**src/rtl/ehc_params.svh**
```systemverilog
// constants of the exposure control block: offsets, reset values, timing
`ifndef EHC_PARAMS_SVH
`define EHC_PARAMS_SVH

// sensor register offsets (byte registers, 7-bit index)
`define EHC_ADDR_COLOR 7'h27
`define EHC_ADDR_MODE 7'h29
`define EHC_ADDR_EXP1 7'h2a
`define EHC_ADDR_EXP2 7'h38
`define EHC_ADDR_FOT 7'h49
`define EHC_ADDR_STAT 7'h7f

// mode register field positions
`define EHC_BIT_EXT 0
`define EHC_BIT_DUAL 1

// sensor reset values
`define EHC_RST_MONO 1'h1
`define EHC_RST_EXP 24'h000440
`define EHC_RST_FOT 8'h0a

// timing: exposure counted in hundredths of a clock
`define EHC_ROW_CLKS 40'd129
`define EHC_FOT_PCT 40'd43
`define EHC_STEP 40'd100
`define EHC_FOT_HUND (`EHC_ROW_CLKS * `EHC_FOT_PCT)
`define EHC_EXP_HUND (`EHC_ROW_CLKS * `EHC_STEP)

// controller bus offsets
`define EHC_HOFS_DEVCMD 2'h0
`define EHC_HOFS_DEVRD 2'h1
`define EHC_HOFS_PIN 2'h2
`define EHC_HOFS_STAT 2'h3

// controller pin pulse length in extra clocks
`define EHC_PIN_HIGH 4'h4

`endif

```
**src/rtl/ehc_pkg.sv**
```systemverilog
// types shared by both ends of the exposure control link
package ehc_pkg;

    typedef enum {EHC_IDLE, EHC_EXPOSE, EHC_OVER} ehc_state_t;

    typedef struct packed {
        logic sa_m;
        logic sa_s;
        logic sa_d;
        logic sb_m;
        logic sb_s;
        logic sb_d;
        logic fr_m;
        logic fr_s;
        logic fr_d;
        logic ext;
        logic dual;
        logic mono;
        logic run_ext;
        logic run_dual;
        logic [23:0] exp1;
        logic [23:0] exp2;
        logic [7:0] fot;
        ehc_state_t st;
        logic [39:0] acc;
        logic [39:0] tgt_e;
        logic [39:0] tgt_o;
        logic inte_e;
        logic inte_o;
        logic done;
        logic [7:0] rdata;
        logic rvalid;
        logic row_odd;
    } ehc_dev_t;

    typedef struct packed {
        logic dp_wr;
        logic [1:0] dp_addr;
        logic [31:0] hrdata;
        logic l_wr;
        logic l_rd;
        logic [6:0] l_addr;
        logic [7:0] l_wdata;
        logic busy;
        logic [7:0] rd;
        logic [2:0] pin;
        logic [2:0][3:0] cnt;
        logic armed;
        logic [15:0] gap;
        logic [7:0] fcnt;
    } ehc_host_t;

endpackage

```
**src/rtl/ehc_link_if.sv**
```systemverilog
// link between the camera controller and the sensor exposure logic
`timescale 1ns/100ps
interface ehc_link_if;
    logic exp_start_a;
    logic exp_start_b;
    logic frame_req;
    logic reg_wr;
    logic reg_rd;
    logic [6:0] reg_addr;
    logic [7:0] reg_wdata;
    logic [7:0] reg_rdata;
    logic reg_rvalid;
    logic inte_even;
    logic inte_odd;
    logic frame_done;

    modport sensor (
        input exp_start_a, exp_start_b, frame_req, reg_wr, reg_rd, reg_addr, reg_wdata,
        output reg_rdata, reg_rvalid, inte_even, inte_odd, frame_done
    );
    modport ctrl (
        output exp_start_a, exp_start_b, frame_req, reg_wr, reg_rd, reg_addr, reg_wdata,
        input reg_rdata, reg_rvalid, inte_even, inte_odd, frame_done
    );
endinterface

```
**src/rtl/ehc_device.sv**
```systemverilog
// sensor end: exposure timing, interleaved exposure and colour row grouping
// Summary of operation
// - mode bit selects register or pin timing
// - internal: 129 clocks times (0.43*fot + exp)
// - fot term comes from its own register
// - external: start pin edge to request edge
// - external adds 129*0.43*fot clocks overhead
// - one-clock start-to-request gap is accepted
// - controller programs exposure register to one minimum
// - short exposures: fot five, fastest clock
// - dual bit enables separate even/odd exposure
// - dual internal: even rows use primary register
// - dual internal: odd rows use second register
// - dual external: pin a even, pin b odd
// - every hdr option works in both modes
// - mono resets one; colour groups Bayer row pairs
`timescale 1ns/100ps
`include "ehc_params.svh"
module ehc_device (
    input wire logic mclk_i,
    input wire logic rst_b_i,
    input wire logic ce_i,
    ehc_link_if.sensor link,
    input wire logic [10:0] row_index_i,
    output logic row_is_odd_o,
    output logic readout_start_o
);

    ehc_pkg::ehc_dev_t q;
    ehc_pkg::ehc_dev_t next_q;
    logic rise_a;
    logic rise_b;
    logic rise_fr;
    logic [39:0] acc_inc;
    logic [39:0] fot_hund;
    logic [7:0] rd;

    // exposure target in hundredths of a clock, so 0.43 stays exact
    function automatic logic [39:0] ehc_target(input logic [7:0] fot, input logic [23:0] exp);
        logic [39:0] fot_part;
        logic [39:0] exp_part;
        fot_part = {32'h0, fot} * `EHC_FOT_HUND;
        exp_part = {16'h0, exp} * `EHC_EXP_HUND;
        ehc_target = fot_part + exp_part;
    endfunction

    always_comb begin
        next_q = q;
        // two flops per pin, then edge against the delayed copy
        next_q.sa_m = link.exp_start_a;
        next_q.sa_s = q.sa_m;
        next_q.sa_d = q.sa_s;
        next_q.sb_m = link.exp_start_b;
        next_q.sb_s = q.sb_m;
        next_q.sb_d = q.sb_s;
        next_q.fr_m = link.frame_req;
        next_q.fr_s = q.fr_m;
        next_q.fr_d = q.fr_s;

        // delayed copies reset low like the idle pins, so reset gives no false edge
        rise_a = q.sa_s & ~q.sa_d;
        rise_b = q.sb_s & ~q.sb_d;
        rise_fr = q.fr_s & ~q.fr_d;
        acc_inc = q.acc + `EHC_STEP;
        fot_hund = ehc_target(q.fot, 24'h0);
        next_q.done = 1'b0;
        next_q.rvalid = 1'b0;

        // register writes; exposure values are used from the next exposure start, external fot from the request edge
        if (link.reg_wr) begin
            case (link.reg_addr)
                `EHC_ADDR_COLOR: next_q.mono = link.reg_wdata[0];
                `EHC_ADDR_MODE: begin
                    next_q.ext = link.reg_wdata[`EHC_BIT_EXT];
                    next_q.dual = link.reg_wdata[`EHC_BIT_DUAL];
                end
                `EHC_ADDR_EXP1: next_q.exp1[7:0] = link.reg_wdata;
                `EHC_ADDR_EXP1 + 7'h1: next_q.exp1[15:8] = link.reg_wdata;
                `EHC_ADDR_EXP1 + 7'h2: next_q.exp1[23:16] = link.reg_wdata;
                `EHC_ADDR_EXP2: next_q.exp2[7:0] = link.reg_wdata;
                `EHC_ADDR_EXP2 + 7'h1: next_q.exp2[15:8] = link.reg_wdata;
                `EHC_ADDR_EXP2 + 7'h2: next_q.exp2[23:16] = link.reg_wdata;
                `EHC_ADDR_FOT: next_q.fot = link.reg_wdata;
                default: ;
            endcase
        end

        // register reads answer one clock later; unmapped reads give zero
        case (link.reg_addr)
            `EHC_ADDR_COLOR: rd = {7'h0, q.mono};
            `EHC_ADDR_MODE: rd = {6'h0, q.dual, q.ext};
            `EHC_ADDR_EXP1: rd = q.exp1[7:0];
            `EHC_ADDR_EXP1 + 7'h1: rd = q.exp1[15:8];
            `EHC_ADDR_EXP1 + 7'h2: rd = q.exp1[23:16];
            `EHC_ADDR_EXP2: rd = q.exp2[7:0];
            `EHC_ADDR_EXP2 + 7'h1: rd = q.exp2[15:8];
            `EHC_ADDR_EXP2 + 7'h2: rd = q.exp2[23:16];
            `EHC_ADDR_FOT: rd = q.fot;
            `EHC_ADDR_STAT: rd = {5'h0, q.st != ehc_pkg::EHC_IDLE, q.inte_o, q.inte_e};
            default: rd = 8'h00;
        endcase

        if (link.reg_rd) begin
            next_q.rdata = rd;
            next_q.rvalid = 1'b1;
        end

        case (q.st)
            ehc_pkg::EHC_IDLE: begin
                // mode frozen per frame so a late write cannot split an exposure
                next_q.run_ext = q.ext;
                next_q.run_dual = q.dual;
                if (q.ext) begin
                    // external: exposure opens on a start pin edge
                    if (rise_a) begin
                        next_q.inte_e = 1'b1;
                        next_q.inte_o = ~q.dual;
                        next_q.st = ehc_pkg::EHC_EXPOSE;
                    end
                    if (rise_b && q.dual) begin
                        next_q.inte_o = 1'b1;
                        next_q.st = ehc_pkg::EHC_EXPOSE;
                    end
                end else if (rise_fr) begin
                    // internal: request starts both row groups at once
                    next_q.tgt_e = ehc_target(q.fot, q.exp1);
                    next_q.tgt_o = ehc_target(q.fot, q.dual ? q.exp2 : q.exp1);
                    next_q.acc = 40'h0;
                    next_q.inte_e = 1'b1;
                    next_q.inte_o = 1'b1;
                    next_q.st = ehc_pkg::EHC_EXPOSE;
                end
            end
            ehc_pkg::EHC_EXPOSE: begin
                if (q.run_ext) begin
                    if (rise_a) begin
                        next_q.inte_e = 1'b1;
                        next_q.inte_o = q.inte_o | ~q.run_dual;
                    end
                    if (rise_b && q.run_dual) begin
                        next_q.inte_o = 1'b1;
                    end
                    // request edge may follow the start edge by one clock
                    if (rise_fr) begin
                        next_q.acc = 40'h0;
                        next_q.tgt_e = fot_hund;
                        next_q.st = ehc_pkg::EHC_OVER;
                    end
                end else begin
                    // each group closes on its own target; done waits for both
                    next_q.acc = acc_inc;
                    if (acc_inc >= q.tgt_e) begin
                        next_q.inte_e = 1'b0;
                    end
                    if (acc_inc >= q.tgt_o) begin
                        next_q.inte_o = 1'b0;
                    end
                    if (acc_inc >= q.tgt_e && acc_inc >= q.tgt_o) begin
                        next_q.done = 1'b1;
                        next_q.st = ehc_pkg::EHC_IDLE;
                    end
                end
            end
            ehc_pkg::EHC_OVER: begin
                // fixed overhead after the pin-defined interval
                next_q.acc = acc_inc;
                if (acc_inc >= q.tgt_e) begin
                    next_q.inte_e = 1'b0;
                    next_q.inte_o = 1'b0;
                    next_q.done = 1'b1;
                    next_q.st = ehc_pkg::EHC_IDLE;
                end
            end
            default: next_q.st = ehc_pkg::EHC_IDLE;
        endcase

        // colour parts pair rows so each group keeps a full Bayer cell
        if (q.mono) begin
            next_q.row_odd = row_index_i[0];
        end else begin
            next_q.row_odd = row_index_i[1];
        end
    end

    always_ff @(posedge mclk_i or negedge rst_b_i) begin
        if (!rst_b_i) begin
            q <= '0;
            q.st <= ehc_pkg::EHC_IDLE;
            q.mono <= `EHC_RST_MONO;
            q.exp1 <= `EHC_RST_EXP;
            q.exp2 <= `EHC_RST_EXP;
            q.fot <= `EHC_RST_FOT;
        end else if (ce_i) begin
            q <= next_q;
        end
    end

    assign link.reg_rdata = q.rdata;
    assign link.reg_rvalid = q.rvalid;
    assign link.inte_even = q.inte_e;
    assign link.inte_odd = q.inte_o;
    assign link.frame_done = q.done;
    assign row_is_odd_o = q.row_odd;
    assign readout_start_o = q.done;

endmodule

```
**src/flat_wrapper.sv**
```systemverilog
// flat-port wrapper written by rule: the top's interface ports become plain ports
module ehc_device_flat 
  (mclk_i, rst_b_i, ce_i, row_index_i, row_is_odd_o, readout_start_o, link_exp_start_a, link_exp_start_b, link_frame_req, link_reg_wr, link_reg_rd, link_reg_addr, link_reg_wdata, link_reg_rdata, link_reg_rvalid, link_inte_even, link_inte_odd, link_frame_done);
  ehc_link_if link_i ();
  input wire logic mclk_i;
  input wire logic rst_b_i;
  input wire logic ce_i;
  input wire logic [10:0] row_index_i;
  output logic row_is_odd_o;
  output logic readout_start_o;
  input wire logic [$bits(link_i.exp_start_a)-1:0] link_exp_start_a;
  input wire logic [$bits(link_i.exp_start_b)-1:0] link_exp_start_b;
  input wire logic [$bits(link_i.frame_req)-1:0] link_frame_req;
  input wire logic [$bits(link_i.reg_wr)-1:0] link_reg_wr;
  input wire logic [$bits(link_i.reg_rd)-1:0] link_reg_rd;
  input wire logic [$bits(link_i.reg_addr)-1:0] link_reg_addr;
  input wire logic [$bits(link_i.reg_wdata)-1:0] link_reg_wdata;
  output wire logic [$bits(link_i.reg_rdata)-1:0] link_reg_rdata;
  output wire logic [$bits(link_i.reg_rvalid)-1:0] link_reg_rvalid;
  output wire logic [$bits(link_i.inte_even)-1:0] link_inte_even;
  output wire logic [$bits(link_i.inte_odd)-1:0] link_inte_odd;
  output wire logic [$bits(link_i.frame_done)-1:0] link_frame_done;
  assign link_i.exp_start_a = link_exp_start_a;
  assign link_i.exp_start_b = link_exp_start_b;
  assign link_i.frame_req = link_frame_req;
  assign link_i.reg_wr = link_reg_wr;
  assign link_i.reg_rd = link_reg_rd;
  assign link_i.reg_addr = link_reg_addr;
  assign link_i.reg_wdata = link_reg_wdata;
  assign link_reg_rdata = link_i.reg_rdata;
  assign link_reg_rvalid = link_i.reg_rvalid;
  assign link_inte_even = link_i.inte_even;
  assign link_inte_odd = link_i.inte_odd;
  assign link_frame_done = link_i.frame_done;
  ehc_device u_core (.mclk_i(mclk_i), .rst_b_i(rst_b_i), .ce_i(ce_i), .link(link_i), .row_index_i(row_index_i), .row_is_odd_o(row_is_odd_o), .readout_start_o(readout_start_o));
endmodule
```
**config.mk**
```make
export PLATFORM = sky130hd
export DESIGN_NAME = ehc_device_flat
export DESIGN_NICKNAME = d
export VERILOG_FILES = /design/src/rtl/ehc_pkg.sv /design/src/rtl/ehc_link_if.sv /design/src/rtl/ehc_device.sv /design/src/flat_wrapper.sv
export VERILOG_INCLUDE_DIRS = /design/src /design/src/rtl
export SDC_FILE = /design/constraint.sdc
export NUM_CORES = 1
export LEC_CHECK = 0
export ABC_AREA = 1
export BUFFER_PORTS_ARGS = -buffer_cell sky130_fd_sc_hd__buf_2
export CAP_MARGIN = 20
export CORE_UTILIZATION = 55
export CTS_CLUSTER_SIZE = 8
export DETAILED_ROUTE_END_ITERATION = 12
export GPL_TIMING_DRIVEN = 0
export PLACE_DENSITY = 0.7
export SLEW_MARGIN = 10
export SYNTH_ARGS = -nofsm -noshare
export SYNTH_HDL_FRONTEND = slang
export SYNTH_SLANG_ARGS = --single-unit
```
**constraint.sdc**
```tcl
create_clock -name mclk_i -period 9.08 [get_ports mclk_i]
set_input_delay 0.908 -clock mclk_i [delete_from_list [all_inputs] [get_ports mclk_i]]
set_output_delay 0.908 -clock mclk_i [all_outputs]
set_load 0.01 [all_outputs]
```
After elaboration in Yosys (flattened, before gate mapping)
Cells that the tools add are included.

Bits of input ports: 34. Flip-flop bits (word level): 235. Output and inout port bits: 14. Logic and storage cells: 129.

Reduce and logical (&&, ||, !) cells: 24. Bitwise logic cells: 10. $mul: 3. Add/subtract/negate cells: 3. Equality and inequality tests: 26. Mux-type cells: 30. $lt $le $gt $ge: 2.

Operator list (number): $mux 32 (5); $mux 154 (1); $mux 120 (1); $pmux 40 s3 (1); $mux 112 (1); $pmux 32 s3 (1); $ge 40x40->1 (2); $pmux 40 s2 (1); $pmux 8 s10 (1); $add 21x38->39 (2); $mul 24x12->36 const B (2); $mux 72 (1); $eq 7x6->1 const B (8); $add 40x7->40 const B (1); $mux 40 (1); $eq 32x1->1 const B (1); $eq 32x2->1 const B (1); $logic_not 32->1 (1); $reduce_bool 32->1 (1); $reduce_and 3->1 (9); $mux 24 (1); $mul 8x13->21 const B (1); $eq 7x7->1 const B (2); $reduce_and 7->1 (2); 20 further kinds (50).

Longest topological paths before layout
Word-level depth: 6. Depth in mapped cells: 37. Mapped depth without buffers: 36.

Worst setup path before layout
No wires, ideal clock.

Path type: reg-to-reg. Start: register u_core.q[224] in the netlist's numbering. End: register u_core.q[50] in the netlist's numbering. Library setup time: 117 ps. Arrival time: 6282 ps. Period minus slack after synthesis: 6400 ps. Path buffers: 2. Cell stages (with the launch flop): 34. Path slack: 2680 ps. Cell sequence: dfrtp_1 > clkbuf_1 > clkbuf_1 > o21ai_0 > ha_1 > fa_1 > inv_1 > fa_1 > fa_1 > inv_1 > fa_1 > ha_1 > nand2_1 > inv_1 > nand2_1 > nand2_1 > inv_1 > nand2_1 > nand2_1 > nand2_1 > xor2_1 > ha_1 > nand2_1 > nor3_1 > nand2_1 > nor2_1 > nand3b_1 > nand3_1 > nor2_1 > nand2_1 > nor2_2 > nand3_1 > nand3_1 > nand2_1.

Word-level cells in the longest chain between the ends: 3.

Ends and longest elaborated chain: from (decl) (line ehc_device.sv:29) `ehc_pkg::ehc_dev_t q;`; from (signal assigned) (line ehc_device.sv:194) `q <= next_q;`; $mux 24 (line ehc_device.sv:127) `next_q.tgt_o = ehc_target(q.fot, q.dual ? q.exp2 : q.exp1);`; $mul 24x12->36 (no source line); $add 21x38->39 (line ehc_device.sv:44) `ehc_target = fot_part + exp_part;`.

No other way between the ends. A chain may end at the register's enable or synchronous reset.

Worst setup path in the final report
Start: register u_core.q[224] in the netlist's numbering. End: register u_core.q[46] in the netlist's numbering.

Same word-level chain as after synthesis.

==> impl_metrics.py <==
metrics = {
    "run_status": {
        "status": "completed",
    },
    "global_route": {
        "grt_pass1_vias": 23500,
        "grt-ovfl-total": 0,
        "antenna_found_initial": 0,
        "grt_start_max_net_pins": 93,
        "track_usage_pct": 31.3,
        "grt_pass1_wl_um": 125000,
    },
    "synthesis": {
        "ys.flop_type": "dfrtp_1",
        "yosysSeqAreaShare_pct": 18.1,
        "synthArstFlopShare_pct": 100,
        "yosys_warnings": 0,
        "synth_area_mm2": 0.0279,
        "ys_ff_latch": 201,
        "synth_nets": 4560,
        "synth_edf_count": 0,
        "syn_avg_cell_area_um2": 7.11,
        "synth_cell_types": 57,
        "syn_inst": 3922,
    },
    "drt": {
        "wl_um": 78200,
        "dr.pass1.iters": 5,
        "drtAntennaViolNets": 0,
        "drc": 0,
        "routed-via-count": 24500,
        "avgViaCountPerCell": 5.24,
        "wl_per_cell_um": 16.7,
        "drtIter0Drc": 1897,
    },
    "critical_path": {
        "r2r_cells": 32,
        "reg2reg_to": "u_core.q[46]",
        "slowest_delay_ns": 0.58,
        "cp-end-kind": "flip-flop",
        "crit_fanout": 10,
        "worstPathRequired_ns": 9.52,
        "critPathKind": "flip-flop to flip-flop",
        "slowest_stage": "fa_1",
        "ff2ff_setup_slack_ns": 1.42,
        "reg2reg_from": "u_core.q[224]",
        "start_kind": "flip-flop",
        "cp_common_cell": "nand2_1",
        "crit_arrival_ns": 8.10,
    },
    "final_layout": {
        "fill_cells": 4862,
        "diodes": 0,
        "layout-drive-gt1-share_pct": 5.63,
        "area_delta_synth_final_pct": 7.08,
        "nets": 4634,
    },
    "clock_tree": {
        "cts_tree": "built",
        "insertion_delay_ns": 0.58,
        "cts_max_path_buffers": 3,
        "cts_setup_buffers": 0,
        "cts-buffers-inserted": 30,
        "h-tree-depth": 1,
        "holdBufCountCts": 0,
        "clk_pin_slew_ns": 0.05,
        "clkSinkCount": 201,
        "clockRootBuffer": "clkbuf_16",
        "ctsResizeCount": 0,
    },
    "sta": {
        "worstMarginPinSlew_ns": 1.16,
        "relSlewSlack_pct": 21.8,
        "clock_skew_ns": 0.0113,
        "tns_ns": 0,
        "fmax_ghz": 0.131,
        "fin_crit_ns": 7.66,
        "rsz0062_at_grt": "false",
        "hold_viol": 0,
        "setup_viol": 0,
        "fin_crit_sh_pct": 84.4,
        "timing.final.max_slew_violations": 0,
    },
    "floorplan": {
        "dieWidth_um": 227,
        "core-area_mm2": 0.0501,
        "initial_core_util_pct": 55.7,
        "chipHeight_um": 227,
        "io_pins": 48,
        "die_area_mm2": 0.0516,
        "row_count": 82,
    },
    "power": {
        "ir_drop_mv": 0.294,
        "finalPower_mw": 9.54,
        "leakagePower_nw": 16.6,
        "powerDensity_mw_per_mm2": 319,
    },
    "worst_hold_path": {
        "hp-class": "primary input to async pin",
    },
    "placed_design": {
        "io_buffers": 38,
        "place_congestion": 0.990,
        "place_hpwl_um": 66500,
    },
    "run": {
        "maxCapViolCount": 0,
    },
}
==> metal layers <==
| metal | track usage, % | up-vias | share of wire (%) |
|---|---|---|---|
| met4 | 14.5 | 0 | 5.2 |
| met1 | 44.3 | 11200 | 47 |
| met3 | 4.49 | 167 | 6.2 |
| met2 | 47.2 | 734 | 42 |
| met5 | 0 | - | 0 |
| li1 | - | 12400 | - |
==> cell families (layout without fill, tap and decap cells) <==
kind of cell             after synthesis  count (layout)  share of synthesized area (%)
buffers and inverters                948            1037                           12.9
flip-flops                           201             201                           18.1
AO/OA/AOI/OAI                        456             456                           9.06
AND/OR/NAND/NOR                     1613            1613                           24.8
XOR/XNOR                             100             100                           3.21
adder cells (fa/ha/maj)              604             604                           31.9
==> worst max-delay path, delay by kind of cell (launching register included) <==
| family | cells | cell delay, ns |
|---|---|---|
| fa+ha+maj | 7 | 3.19 |
| simple gates | 17 | 2.25 |
| buf+inv | 5 | 1.26 |
| compound gates | 2 | 0.35 |
| flops | 1 | 0.35 |
| xor+xnor | 1 | 0.10 |
==> sequential cells by signal, indices dropped and copies added, names as in the netlist <==
register / count
u_core.row_is_odd_o: 1
u_core.link.reg_rdata: 8
u_core.link.frame_done: 1
u_core.q: 182
u_core.next_q: 6
u_core.link.inte_even: 1
u_core.link.inte_odd: 1
u_core.link.reg_rvalid: 1
==> area by class of cell <==
cell class                 instances  area [µm²]  area share (%)
timing repair buffer              42         268           0.896
multi-input combinational       2773       19300            64.5
buffer                            47         219           0.733
clock inverter                     3        42.5           0.142
sequential                       201        5040            16.9
tap                              672         841            2.82
clock buffer                      44         823            2.76
inverter                         901        3380            11.3
==> worst max path at each step <==
stage,start,endpoint,slack (ns),cells past startpoint
4_1_cts,u_core.q[224],u_core.q[46],1.27,31
2_1_floorplan,u_core.q[224],u_core.q[50],2.68,33
3_5_place_dp,u_core.q[224],u_core.q[46],1.29,31
5_1_grt,u_core.q[224],u_core.q[46],0.95,35
6_report,u_core.q[224],u_core.q[46],1.42,32
3_3_place_gp,u_core.q[224],u_core.q[46],1.11,31
==> synthesized netlist by cell type (7+ instances only) <==
| cell | instances | area [µm²] |
|---|---|---|
| nor2_4 | 10 | 113 |
| nor3_1 | 34 | 170 |
| buf_2 | 7 | 35.0 |
| a21o_1 | 10 | 75.1 |
| a31oi_1 | 19 | 119 |
| nand3_2 | 7 | 70.1 |
| o21ai_0 | 185 | 926 |
| nand3_1 | 166 | 831 |
| fa_1 | 179 | 3580 |
| nand4_1 | 44 | 275 |
| ha_1 | 425 | 5320 |
| and2_1 | 9 | 56.3 |
| nor2_1 | 238 | 893 |
| dfrtp_1 | 194 | 4850 |
| inv_1 | 872 | 3270 |
| o21ai_1 | 13 | 65.1 |
| clkbuf_1 | 31 | 116 |
| inv_2 | 26 | 97.6 |
| xor2_1 | 82 | 718 |
| dfstp_2 | 7 | 184 |
| buf_4 | 9 | 67.6 |
| a21oi_1 | 138 | 691 |
| nand2_2 | 26 | 163 |
| or2_2 | 13 | 81.3 |
| xnor2_1 | 17 | 149 |
| nand3b_1 | 10 | 75.1 |
| o22ai_1 | 45 | 282 |
| o21bai_1 | 11 | 82.6 |
| nand2_1 | 997 | 3740 |
| nor2_2 | 27 | 169 |
==> report_power, final <==
group	switching (mW)	internal (mW)
Sequential	0.101	1.04
Combinational	4.89	2.47
Clock	0.417	0.618
==> stage by stage <==
| step | util, % | hold WS (ns) | worst slack [ns] | cells | cell area [µm²] |
|---|---|---|---|---|---|
| 3_3_place_gp | 57.8 | 0.456 | 1.11 | 4632 | 28900 |
| 4_1_cts | 59.6 | 0.162 | 1.27 | 4682 | 29900 |
| 6_report | 59.7 | 0.170 | 1.42 | 4683 | 29900 |
| 3_5_place_dp | 57.9 | 0.458 | 1.29 | 4635 | 29000 |
| 2_1_floorplan | - | 0.442 | 2.68 | 3922 | 27900 |
| 5_1_grt | 59.7 | 0.175 | 0.954 | 4683 | 29900 |
==> cell usage in the layout (no fill, tap or decap), drive strengths merged, types with 9 or more instances in the layout <==
cell type / Yosys / routed
xor2: 83 / 83
fa: 179 / 179
o21bai: 11 / 11
nor2: 276 / 276
clkbuf: 31 / 76
nand4: 46 / 46
a21oi: 139 / 139
dfrtp: 194 / 194
and2: 9 / 9
nand3b: 10 / 10
o21ai: 199 / 199
nand2: 1024 / 1024
or2: 15 / 15
a21o: 10 / 10
xnor2: 17 / 17
nor3: 39 / 39
o22ai: 45 / 45
nand3: 174 / 174
buf: 16 / 57
ha: 425 / 425
inv: 898 / 898
nor4: 10 / 10
a31oi: 19 / 19
(Power assumes the default switching activity.)
